===== src/dac_span_defines.svh =====
// constants for the span, step and serial control of the 12-bit dac
// assumes one 125 MHz clock; included by its bare name
`ifndef DAC_SPAN_DEFINES_SVH
`define DAC_SPAN_DEFINES_SVH

// memory addresses inside the 64-byte map
`define DAC_MSB_ADDR     6'h38
`define DAC_LSB_ADDR     6'h39
`define SPAN_CFG_ADDR    6'h3c
`define NV_SEL_ADDR      6'h3f

// span_and_step_config fields
`define CFG_RESET        8'h84
`define CFG_FULL_MSB     7
`define CFG_FULL_LSB     5
`define CFG_ZERO_MSB     4
`define CFG_ZERO_LSB     2
`define CFG_EIGHT_BIT    1
`define CFG_TEN_BIT      0
`define REF_EXTERNAL     3'h0
`define NV_SEL_BIT       7

// timing
`define CLK_MHZ          125
`define RDY_DELAY_US     100
`define STEP_MAX_KHZ     500

`endif


===== src/dac_span_types_pkg.sv =====
// types shared by the dac span and step control
// assumes dac_span_defines.svh carries the numbers
package dac_span_types_pkg;

    typedef enum logic [1:0] {
        step_full,
        step_ten,
        step_eight
    } step_mode_t;

    typedef logic [2:0]  ref_code_t;
    typedef logic [11:0] dac_word_t;

endpackage : dac_span_types_pkg


===== src/dac_span_step_control.sv =====
// span configuration, up/down stepping, clear and serial slave of a 12-bit dac
// assumes every pin input is asynchronous to clk; the analog core reads the registered outputs
// How it works
// - top three config bits at 3Ch pick full-scale reference, 000 external
// - next three config bits pick zero-scale reference, 000 external
// - reference code 000b releases that reference pin as an input
// - span fields live in non-volatile store and reload at every power-up
// - step select bits pick full word, 10 msbs or 8 msbs
// - 10-bit stepping starts at bit 2, 8-bit at bit 4
// - chip select high: step-up falling edge with step-down low adds one
// - chip select high: step-down falling edge with step-up low subtracts one
// - step pins only act with chip select high; low means serial control
// - steps up to 500 kHz are never lost
// - clear pin high asynchronously zeroes dac and serial input registers
// - undriven clear is inactive; clear ignored while ready is high
// - buffer enable low floats the buffered output, high drives it
// - ready released during power-up, driven low after delay, released on brownout
// - code fff gives full-scale reference, code 000 zero-scale
// - sample si on rising sck with cs and ready low; change so on falling sck
// - commands start at falling cs; end by raising cs after last bit
// - dac bytes 38h and 39h form one 12-bit code, upper byte first
`timescale 1ns/10ps
`include "dac_span_defines.svh"

module dac_span_step_control #(
    parameter int RDY_DELAY_CYCLES = `RDY_DELAY_US * `CLK_MHZ
) (
    input  wire logic                          clk,
    input  wire logic                          rst,
    input  wire logic                          cs_n,
    input  wire logic                          sck,
    input  wire logic                          si,
    output logic                               so,
    output logic                               so_oe,
    input  wire logic                          step_up,
    input  wire logic                          step_down,
    input  wire logic                          async_zero_pin,
    input  wire logic                          buffer_enable,
    input  wire logic                          supply_ok,
    input  wire logic                          factory_load,
    output logic                               rdy_n_out,
    output logic                               rdy_n_oe,
    output dac_span_types_pkg::dac_word_t      dac_code,
    output dac_span_types_pkg::ref_code_t      full_scale_ref_sel,
    output dac_span_types_pkg::ref_code_t      zero_scale_ref_sel,
    output logic                               full_scale_ref_drive,
    output logic                               zero_scale_ref_drive,
    output logic                               buffer_drive,
    output logic                               nv_readback_select
);
    import dac_span_types_pkg::*;

    localparam int NSYNC = 7;

    // synchronisers: cs_n, sck, si, step_up, step_down, buffer_enable, supply_ok
    logic [NSYNC-1:0] sync_a;
    logic [NSYNC-1:0] sync_b;
    logic             cs_prev;
    logic             sck_prev;
    logic             up_prev;
    logic             down_prev;

    always_ff @(posedge clk) begin
        sync_a <= {cs_n, sck, si, step_up, step_down, buffer_enable, supply_ok};
        sync_b <= sync_a;
    end

    wire cs_s     = sync_b[6];
    wire sck_s    = sync_b[5];
    wire si_s     = sync_b[4];
    wire up_s     = sync_b[3];
    wire down_s   = sync_b[2];
    wire oe_s     = sync_b[1];
    wire supply_s = sync_b[0];

    always_ff @(posedge clk) begin
        if (rst) begin
            cs_prev   <= 1'b1;
            sck_prev  <= 1'b0;
            up_prev   <= 1'b0;
            down_prev <= 1'b0;
        end else begin
            cs_prev   <= cs_s;
            sck_prev  <= sck_s;
            up_prev   <= up_s;
            down_prev <= down_s;
        end
    end

    // power-ready sequencing
    logic [31:0] rdy_cnt;
    logic        rdy_low;

    always_ff @(posedge clk) begin
        if (rst || !supply_s) begin
            rdy_cnt <= 32'h0;
            rdy_low <= 1'b0;
        end else if (rdy_cnt >= 32'(RDY_DELAY_CYCLES - 1)) begin
            rdy_low <= 1'b1;
        end else begin
            rdy_cnt <= rdy_cnt + 32'h1;
        end
    end

    // serial framing state
    logic [2:0]  bit_cnt;
    logic [1:0]  byte_idx;
    logic        is_read;
    logic        aborted;
    logic [5:0]  ptr;
    logic [2:0]  tx_cnt;
    logic [7:0]  tx_shift;
    logic [7:0]  rx_shift;
    logic [7:0]  msb_hold;
    logic [7:0]  cfg;
    logic [7:0]  nv_cfg;
    logic        nv_sel;

    wire frame_on    = !cs_s && !cs_prev;
    wire sck_rise_ok = frame_on && rdy_low && sck_s && !sck_prev;
    wire sck_fall    = frame_on && !sck_s && sck_prev;
    wire byte_done   = sck_rise_ok && (bit_cnt == 3'h7);
    wire [7:0] rx_byte = {rx_shift[6:0], si_s};
    wire data_phase  = (byte_idx == 2'h2) && !aborted;
    wire wr_byte     = byte_done && data_phase && !is_read;
    wire read_active = data_phase && is_read;
    wire wr_msb      = wr_byte && (ptr == `DAC_MSB_ADDR);
    wire wr_lsb      = wr_byte && (ptr == `DAC_LSB_ADDR);
    wire wr_cfg      = wr_byte && (ptr == `SPAN_CFG_ADDR);
    wire wr_nvsel    = wr_byte && (ptr == `NV_SEL_ADDR);
    wire [5:0] ptr_page_next = {ptr[5:3], ptr[2:0] + 3'h1};

    // read data mux; dac bytes show the volatile code
    wire [7:0] rd_byte =
        (ptr == `DAC_MSB_ADDR)  ? dac_code[11:4] :
        (ptr == `DAC_LSB_ADDR)  ? {dac_code[3:0], 4'h0} :
        (ptr == `SPAN_CFG_ADDR) ? cfg :
        (ptr == `NV_SEL_ADDR)   ? {nv_sel, 7'h0} : 8'h00;

    // step decode
    wire       step_enable = cs_s;
    wire       up_event    = step_enable && up_prev && !up_s && !down_s;
    wire       down_event  = step_enable && down_prev && !down_s && !up_s;
    wire [1:0] step_bits   = {cfg[`CFG_EIGHT_BIT], cfg[`CFG_TEN_BIT]};
    step_mode_t step_mode;
    assign step_mode = (step_bits == 2'b01) ? step_ten :
                       (step_bits == 2'b10) ? step_eight : step_full;

    function automatic dac_word_t stepped(input dac_word_t c, input step_mode_t m,
                                          input logic up);
        dac_word_t r;
        r = c;
        unique case (m)
            step_ten: begin
                r = {(up ? c[11:2] + 10'h1 : c[11:2] - 10'h1), c[1:0]};
            end
            step_eight: begin
                r = {(up ? c[11:4] + 8'h1 : c[11:4] - 8'h1), c[3:0]};
            end
            step_full: begin
                r = up ? c + 12'h1 : c - 12'h1;
            end
        endcase
        return r;
    endfunction : stepped

    dac_word_t next_code;
    assign next_code = wr_lsb     ? {msb_hold, rx_byte[7:4]} :
                       up_event   ? stepped(dac_code, step_mode, 1'b1) :
                       down_event ? stepped(dac_code, step_mode, 1'b0) :
                       dac_code;

    wire [7:0] next_msb = wr_msb ? rx_byte : msb_hold;
    wire [7:0] next_rx  = sck_rise_ok ? rx_byte : rx_shift;

    // clear acts without the clock; the on-chip pulldown makes an open pin low
    wire clear_now = async_zero_pin && rdy_low;

    always_ff @(posedge clk or posedge clear_now) begin
        if (clear_now) begin
            dac_code <= 12'h000;
            msb_hold <= 8'h00;
            rx_shift <= 8'h00;
        end else if (rst) begin
            dac_code <= 12'h000;
            msb_hold <= 8'h00;
            rx_shift <= 8'h00;
        end else begin
            dac_code <= next_code;
            msb_hold <= next_msb;
            rx_shift <= next_rx;
        end
    end

    // non-volatile span store: survives rst, which stands for power cycling
    always_ff @(posedge clk) begin
        if (factory_load) begin
            nv_cfg <= `CFG_RESET;
        end else if (wr_cfg) begin
            nv_cfg <= rx_byte;
        end
    end

    // working configuration reloads from the store at power-up
    always_ff @(posedge clk) begin
        if (rst) begin
            cfg <= nv_cfg;
        end else if (factory_load) begin
            cfg <= `CFG_RESET;
        end else if (wr_cfg) begin
            cfg <= rx_byte;
        end
    end

    always_ff @(posedge clk) begin
        if (rst) begin
            nv_sel <= 1'b0;
        end else if (wr_nvsel) begin
            nv_sel <= rx_byte[`NV_SEL_BIT];
        end
    end

    // receive framing: a frame starts at falling cs and dies at rising cs
    always_ff @(posedge clk) begin
        if (rst || cs_s) begin
            bit_cnt  <= 3'h0;
            byte_idx <= 2'h0;
            is_read  <= 1'b0;
            aborted  <= 1'b0;
        end else if (sck_rise_ok) begin
            bit_cnt <= bit_cnt + 3'h1;
            if (byte_done && byte_idx != 2'h2) begin
                byte_idx <= byte_idx + 2'h1;
            end
            if (byte_done && byte_idx == 2'h0) begin
                is_read <= rx_byte[0];
            end
            if (byte_done && byte_idx == 2'h1 && rx_byte[7:6] != 2'h0) begin
                aborted <= 1'b1;
            end
        end
    end

    // address pointer: writes wrap in the page, reads over the whole map
    always_ff @(posedge clk) begin
        if (rst) begin
            ptr <= 6'h00;
        end else if (byte_done && byte_idx == 2'h1) begin
            ptr <= rx_byte[5:0];
        end else if (wr_byte) begin
            ptr <= ptr_page_next;
        end else if (sck_fall && read_active && tx_cnt == 3'h0) begin
            ptr <= ptr + 6'h1;
        end
    end

    // transmit on falling sck, first bit after the address byte
    always_ff @(posedge clk) begin
        if (rst || cs_s) begin
            tx_cnt   <= 3'h0;
            tx_shift <= 8'h00;
            so       <= 1'b0;
            so_oe    <= 1'b0;
        end else begin
            so_oe <= read_active;
            if (sck_fall && read_active) begin
                tx_cnt <= tx_cnt + 3'h1;
                if (tx_cnt == 3'h0) begin
                    so       <= rd_byte[7];
                    tx_shift <= {rd_byte[6:0], 1'b0};
                end else begin
                    so       <= tx_shift[7];
                    tx_shift <= {tx_shift[6:0], 1'b0};
                end
            end
        end
    end

    // registered pins toward the analog core
    always_ff @(posedge clk) begin
        if (rst) begin
            full_scale_ref_sel   <= `REF_EXTERNAL;
            zero_scale_ref_sel   <= `REF_EXTERNAL;
            full_scale_ref_drive <= 1'b0;
            zero_scale_ref_drive <= 1'b0;
            buffer_drive         <= 1'b0;
            nv_readback_select   <= 1'b0;
            rdy_n_out            <= 1'b0;
            rdy_n_oe             <= 1'b0;
        end else begin
            full_scale_ref_sel   <= cfg[`CFG_FULL_MSB:`CFG_FULL_LSB];
            zero_scale_ref_sel   <= cfg[`CFG_ZERO_MSB:`CFG_ZERO_LSB];
            full_scale_ref_drive <= cfg[`CFG_FULL_MSB:`CFG_FULL_LSB] != `REF_EXTERNAL;
            zero_scale_ref_drive <= cfg[`CFG_ZERO_MSB:`CFG_ZERO_LSB] != `REF_EXTERNAL;
            buffer_drive         <= oe_s;
            nv_readback_select   <= nv_sel;
            rdy_n_out            <= 1'b0;
            rdy_n_oe             <= rdy_low;
        end
    end

endmodule : dac_span_step_control


===== config.mk =====
export PLATFORM = sky130hd
export DESIGN_NAME = dac_span_step_control
export DESIGN_NICKNAME = d
export VERILOG_FILES = /design/src/dac_span_types_pkg.sv /design/src/dac_span_step_control.sv
export VERILOG_INCLUDE_DIRS = /design/src
export SDC_FILE = /design/constraint.sdc
export NUM_CORES = 1
export LEC_CHECK = 0
export CORE_ASPECT_RATIO = 1.4
export CORE_MARGIN = 3
export CORE_UTILIZATION = 50
export CTS_CLUSTER_SIZE = 14
export DETAILED_ROUTE_END_ITERATION = 12
export DONT_BUFFER_PORTS = 1
export PLACE_DENSITY = 0.71
export SYNTH_ARGS = -nofsm -noshare
export SYNTH_HDL_FRONTEND = slang
export SYNTH_SLANG_ARGS = --single-unit

===== constraint.sdc =====
create_clock -name clk -period 1.3 [get_ports clk]
set_input_delay 0.13 -clock clk [delete_from_list [all_inputs] [get_ports clk]]
set_output_delay 0.13 -clock clk [all_outputs]
set_load 0.05 [all_outputs]

==> metrics.md <==
| Metric | Value |
|---|---|
| Status | `finished, violations left` |
| Routability cong. | `0.912` |
| Placed Instances | `984` |
| Routed Wire Length | `26300 um` |
| Worst vdd ir | `1.27 mV` |
| Core Area | `12400 sq um` |
| Worst Setup End Kind | `register` |
| I/O pin count | `37` |
| Seq/Total Area, Yosys | `44.8%` |
| Crit path kind | `register to register` |
| Ys async rst share | `20.6%` |
| Synthesized cell area | `6330 sq um` |
| Crit path max fanout | `7` |
| Root buffer cell | `clkbuf_16` |
| Highest attainable clock frequency | `467 MHz` |
| Max incr delay on CP | `620 ps` |
| Final worst setup slack | `-839 ps` |
| Fin nets | `982` |
| Via/cell ratio | `6.28` |
| Initial antenna violation count | `0` |
| Synth Register Bits | `131` |
| Initial cell density of the core | `51.2%` |
| Diodes inserted | `0` |
| Number of synthesized flops with an enable pin | `8` |
| CP top delay family | `simple AND/OR/NAND/NOR gates` |
| Pin count of the biggest net entering global routing | `50` |
| Post-route antenna net violation count | `0` |
| CTS tree | `done` |
| CTS Buffer Depth | `2` |
| Final Power | `10.2 mW` |
| RSZ-0062 raised after global routing | `true` |
| Max-slew violations | `0` |
| Max-cap violations | `0` |
| Worst skew pair latency | `420 ps` |
| Most used DFF post-synth | `dfxtp_1` |
| Syn Inst Count | `718` |
| Die area | `14100 sq um` |
| CP bufs+invs | `1` |
| CP max-delay cell | `or4_4` |
| DRC viols | `0` |
| Total CTS buffers | `17` |
| Power density cells | `974 nW/um^2` |
| Crit-path cells | `nor4_2, nand3_1, or4_4, buf_4, nor4_4, xnor2_1, nor2_1` |
| CP arrival | `2410 ps` |
| Port buffer count | `0` |
| Layout cell share with drive strength beyond 1 | `51.6%` |
| Vias | `6999` |
| Area of the multi-input gates | `4360 sq um` |
| CP startpoint kind | `register` |
| P&R area growth vs syn | `65.7%` |
| Layout filler cell count | `593` |
| Min Tclk post-route | `2140 ps` |
| Vias in the first global route | `6776` |
| First-pass GRT wire length | `36200 um` |
| Final hold vios | `0` |
| Iteration-0 DRC Markers | `542` |
| Crit path depth | `7` |
| LEAKAGE | `4.31 nW` |
| Least-Margin Pin Slew | `618 ps` |
| Routed WL per cell | `23.6 um` |
| Endpoints failing setup | `85` |
| Clk slew on worst S/H paths | `60 ps` |
| Mean Syn Cell Area | `8.82 sq um` |
| Skew final | `9.09 ps` |
| Warnings, synthesis | `0` |
| HP Class | `primary input to register` |
| Syn nets | `749` |
| WP data required | `1570 ps` |
| Leading cell types in the layout, fill and taps excluded | `173 x buf_4, 77 x dfxtp_1, 71 x nor2_1, 60 x buf_6, 51 x nand2_1` |
| Hold path depth | `2` |
| Register cell area after layout | `2880 sq um` |
| Final period utilization | `165%` |
| H-tree depth | `4` |
| Failing checks | `setup timing` |
| GRT overflow | `0` |
| Hpwl dp | `13800 um` |
| GRT Util Overall | `33.2%` |
| Cell Rows | `48` |
| Cell variety after synth | `65` |
| Die width | `101 um` |
| Chip Height | `139 um` |
| Leading cell type in the layout, fill and taps excluded | `buf_4` |
| 1st-pass router iterations | `6` |
| Fin cells | `1114` |
| Clk sink count | `131` |
| Worst rel slew slack | `58.8%` |
| Path depth of the worst reg2reg path | `7` |
[routing by layer]
layer	global-route usage (%)	part of all wire (%)
met5	0	0
met2	58.5	51
met1	37.5	34
met3	5.39	6.8
met4	17.3	8.4
[through the flow]
| step | instance area, sq um | utilization, % | worst slack [ps] | hold WS [ps] | setup TNS [ps] |
|---|---|---|---|---|---|
| floorplan | 7160 | - | -628 | 158 | -24670 |
| detailed placement | 8160 | 65.9 | -774 | 140 | -40400 |
| CTS | 9910 | 80.1 | -789 | 1.55 | -38240 |
| finish | 10500 | 84.8 | -839 | 19.5 | -44260 |
| global route | 10500 | 84.8 | -918 | 11.4 | -50010 |
| global placement | 8160 | 65.9 | -721 | 131 | -36680 |
[kinds of logic (layout without fill, tap and decap cells)]
| group | Yosys count | count (layout) | share of synthesized area, % |
|---|---|---|---|
| AND/OR/NAND/NOR | 296 | 298 | 23.5 |
| AO/OA/AOI/OAI | 141 | 141 | 14.8 |
| flip-flops | 131 | 131 | 44.8 |
| buffers and inverters | 72 | 316 | 4.45 |
| XOR/XNOR | 31 | 31 | 4.29 |
| multiplexers | 26 | 26 | 4.17 |
| adder cells (fa/ha/maj) | 20 | 20 | 3.95 |
| other | 1 | 1 | 0.0592 |
[power by group]
part | switching [mW] | total, mW | internal [mW]
logic | 0.594 | 1.17 | 0.572
registers | 0.123 | 4.26 | 4.14
clock network | 1.93 | 4.79 | 2.86
total | 2.65 | 10.2 | 7.57
[worst paths after layout]
| kind | start | endpoint | slack, ps |
|---|---|---|---|
| max reg2reg | rdy_cnt[23] | rdy_cnt[10] | -840 |
| min reg2reg | sync_a[2] | sync_b[2] | 320 |
| max in group asynchronous | rdy_low | dac_code[0] | 490 |
| min | rst | rdy_cnt[29] | 20 |
| max | rdy_cnt[23] | rdy_cnt[10] | -840 |
| min in group asynchronous | async_zero_pin | rx_shift[1] | 280 |
[final cells by class]
class | count | area share (%)
clock buffer | 22 | 4.63
clock inverter | 10 | 0.918
inverter | 21 | 0.894
multi-input combinational | 517 | 41.5
sequential | 131 | 27.5
tap | 150 | 1.79
timing repair buffer | 263 | 22.8
[flip-flops by register name (all words and copies together), names as in the netlist, 2 cells and up]
name,flops
dac_code,12
rx_shift,7
sync_a,7
full_scale_ref_sel,3
nv_cfg,8
tx_cnt,3
ptr,6
msb_hold,8
sync_b,7
byte_idx,2
bit_cnt,3
rdy_cnt,32
tx_shift,7
zero_scale_ref_sel,3
cfg,8
[synthesized netlist by cell type, drive strengths merged, types with 5 or more instances]
library cell / n / area [sq um]
dfxtp: 96 / 1920
nor2: 83 / 312
nand2: 69 / 259
clkbuf: 46 / 173
o21ai: 32 / 160
a21oi: 30 / 150
dfrtp: 27 / 676
xnor2: 26 / 228
mux2i: 23 / 230
inv: 21 / 78.8
and2: 20 / 126
ha: 20 / 250
nand3: 19 / 95.1
nor2b: 18 / 113
a211oi: 17 / 128
nor3: 14 / 70.1
nor4: 12 / 75.1
nand2b: 11 / 68.8
a221oi: 9 / 78.8
and3: 9 / 56.3
edfxtp: 8 / 240
nand4: 8 / 50.1
o211ai: 7 / 52.6
or3: 7 / 43.8
a31oi: 6 / 37.5
a22oi: 5 / 37.5
buf: 5 / 30.0
nand3b: 5 / 37.5
o31ai: 5 / 37.5
xor2: 5 / 43.8
[repair_timing]
item                                    4_1_cts  5_1_grt
endpoints found under the setup margin       90       95
gates resized for setup                     152      104
pin swaps                                    69       69
hold buffers                                 17        1
hold endpoints to repair                     98        3
buffers inserted                             54       37
cloned                                        2        1
No activity file was read; power rests on OpenSTA's default activity.
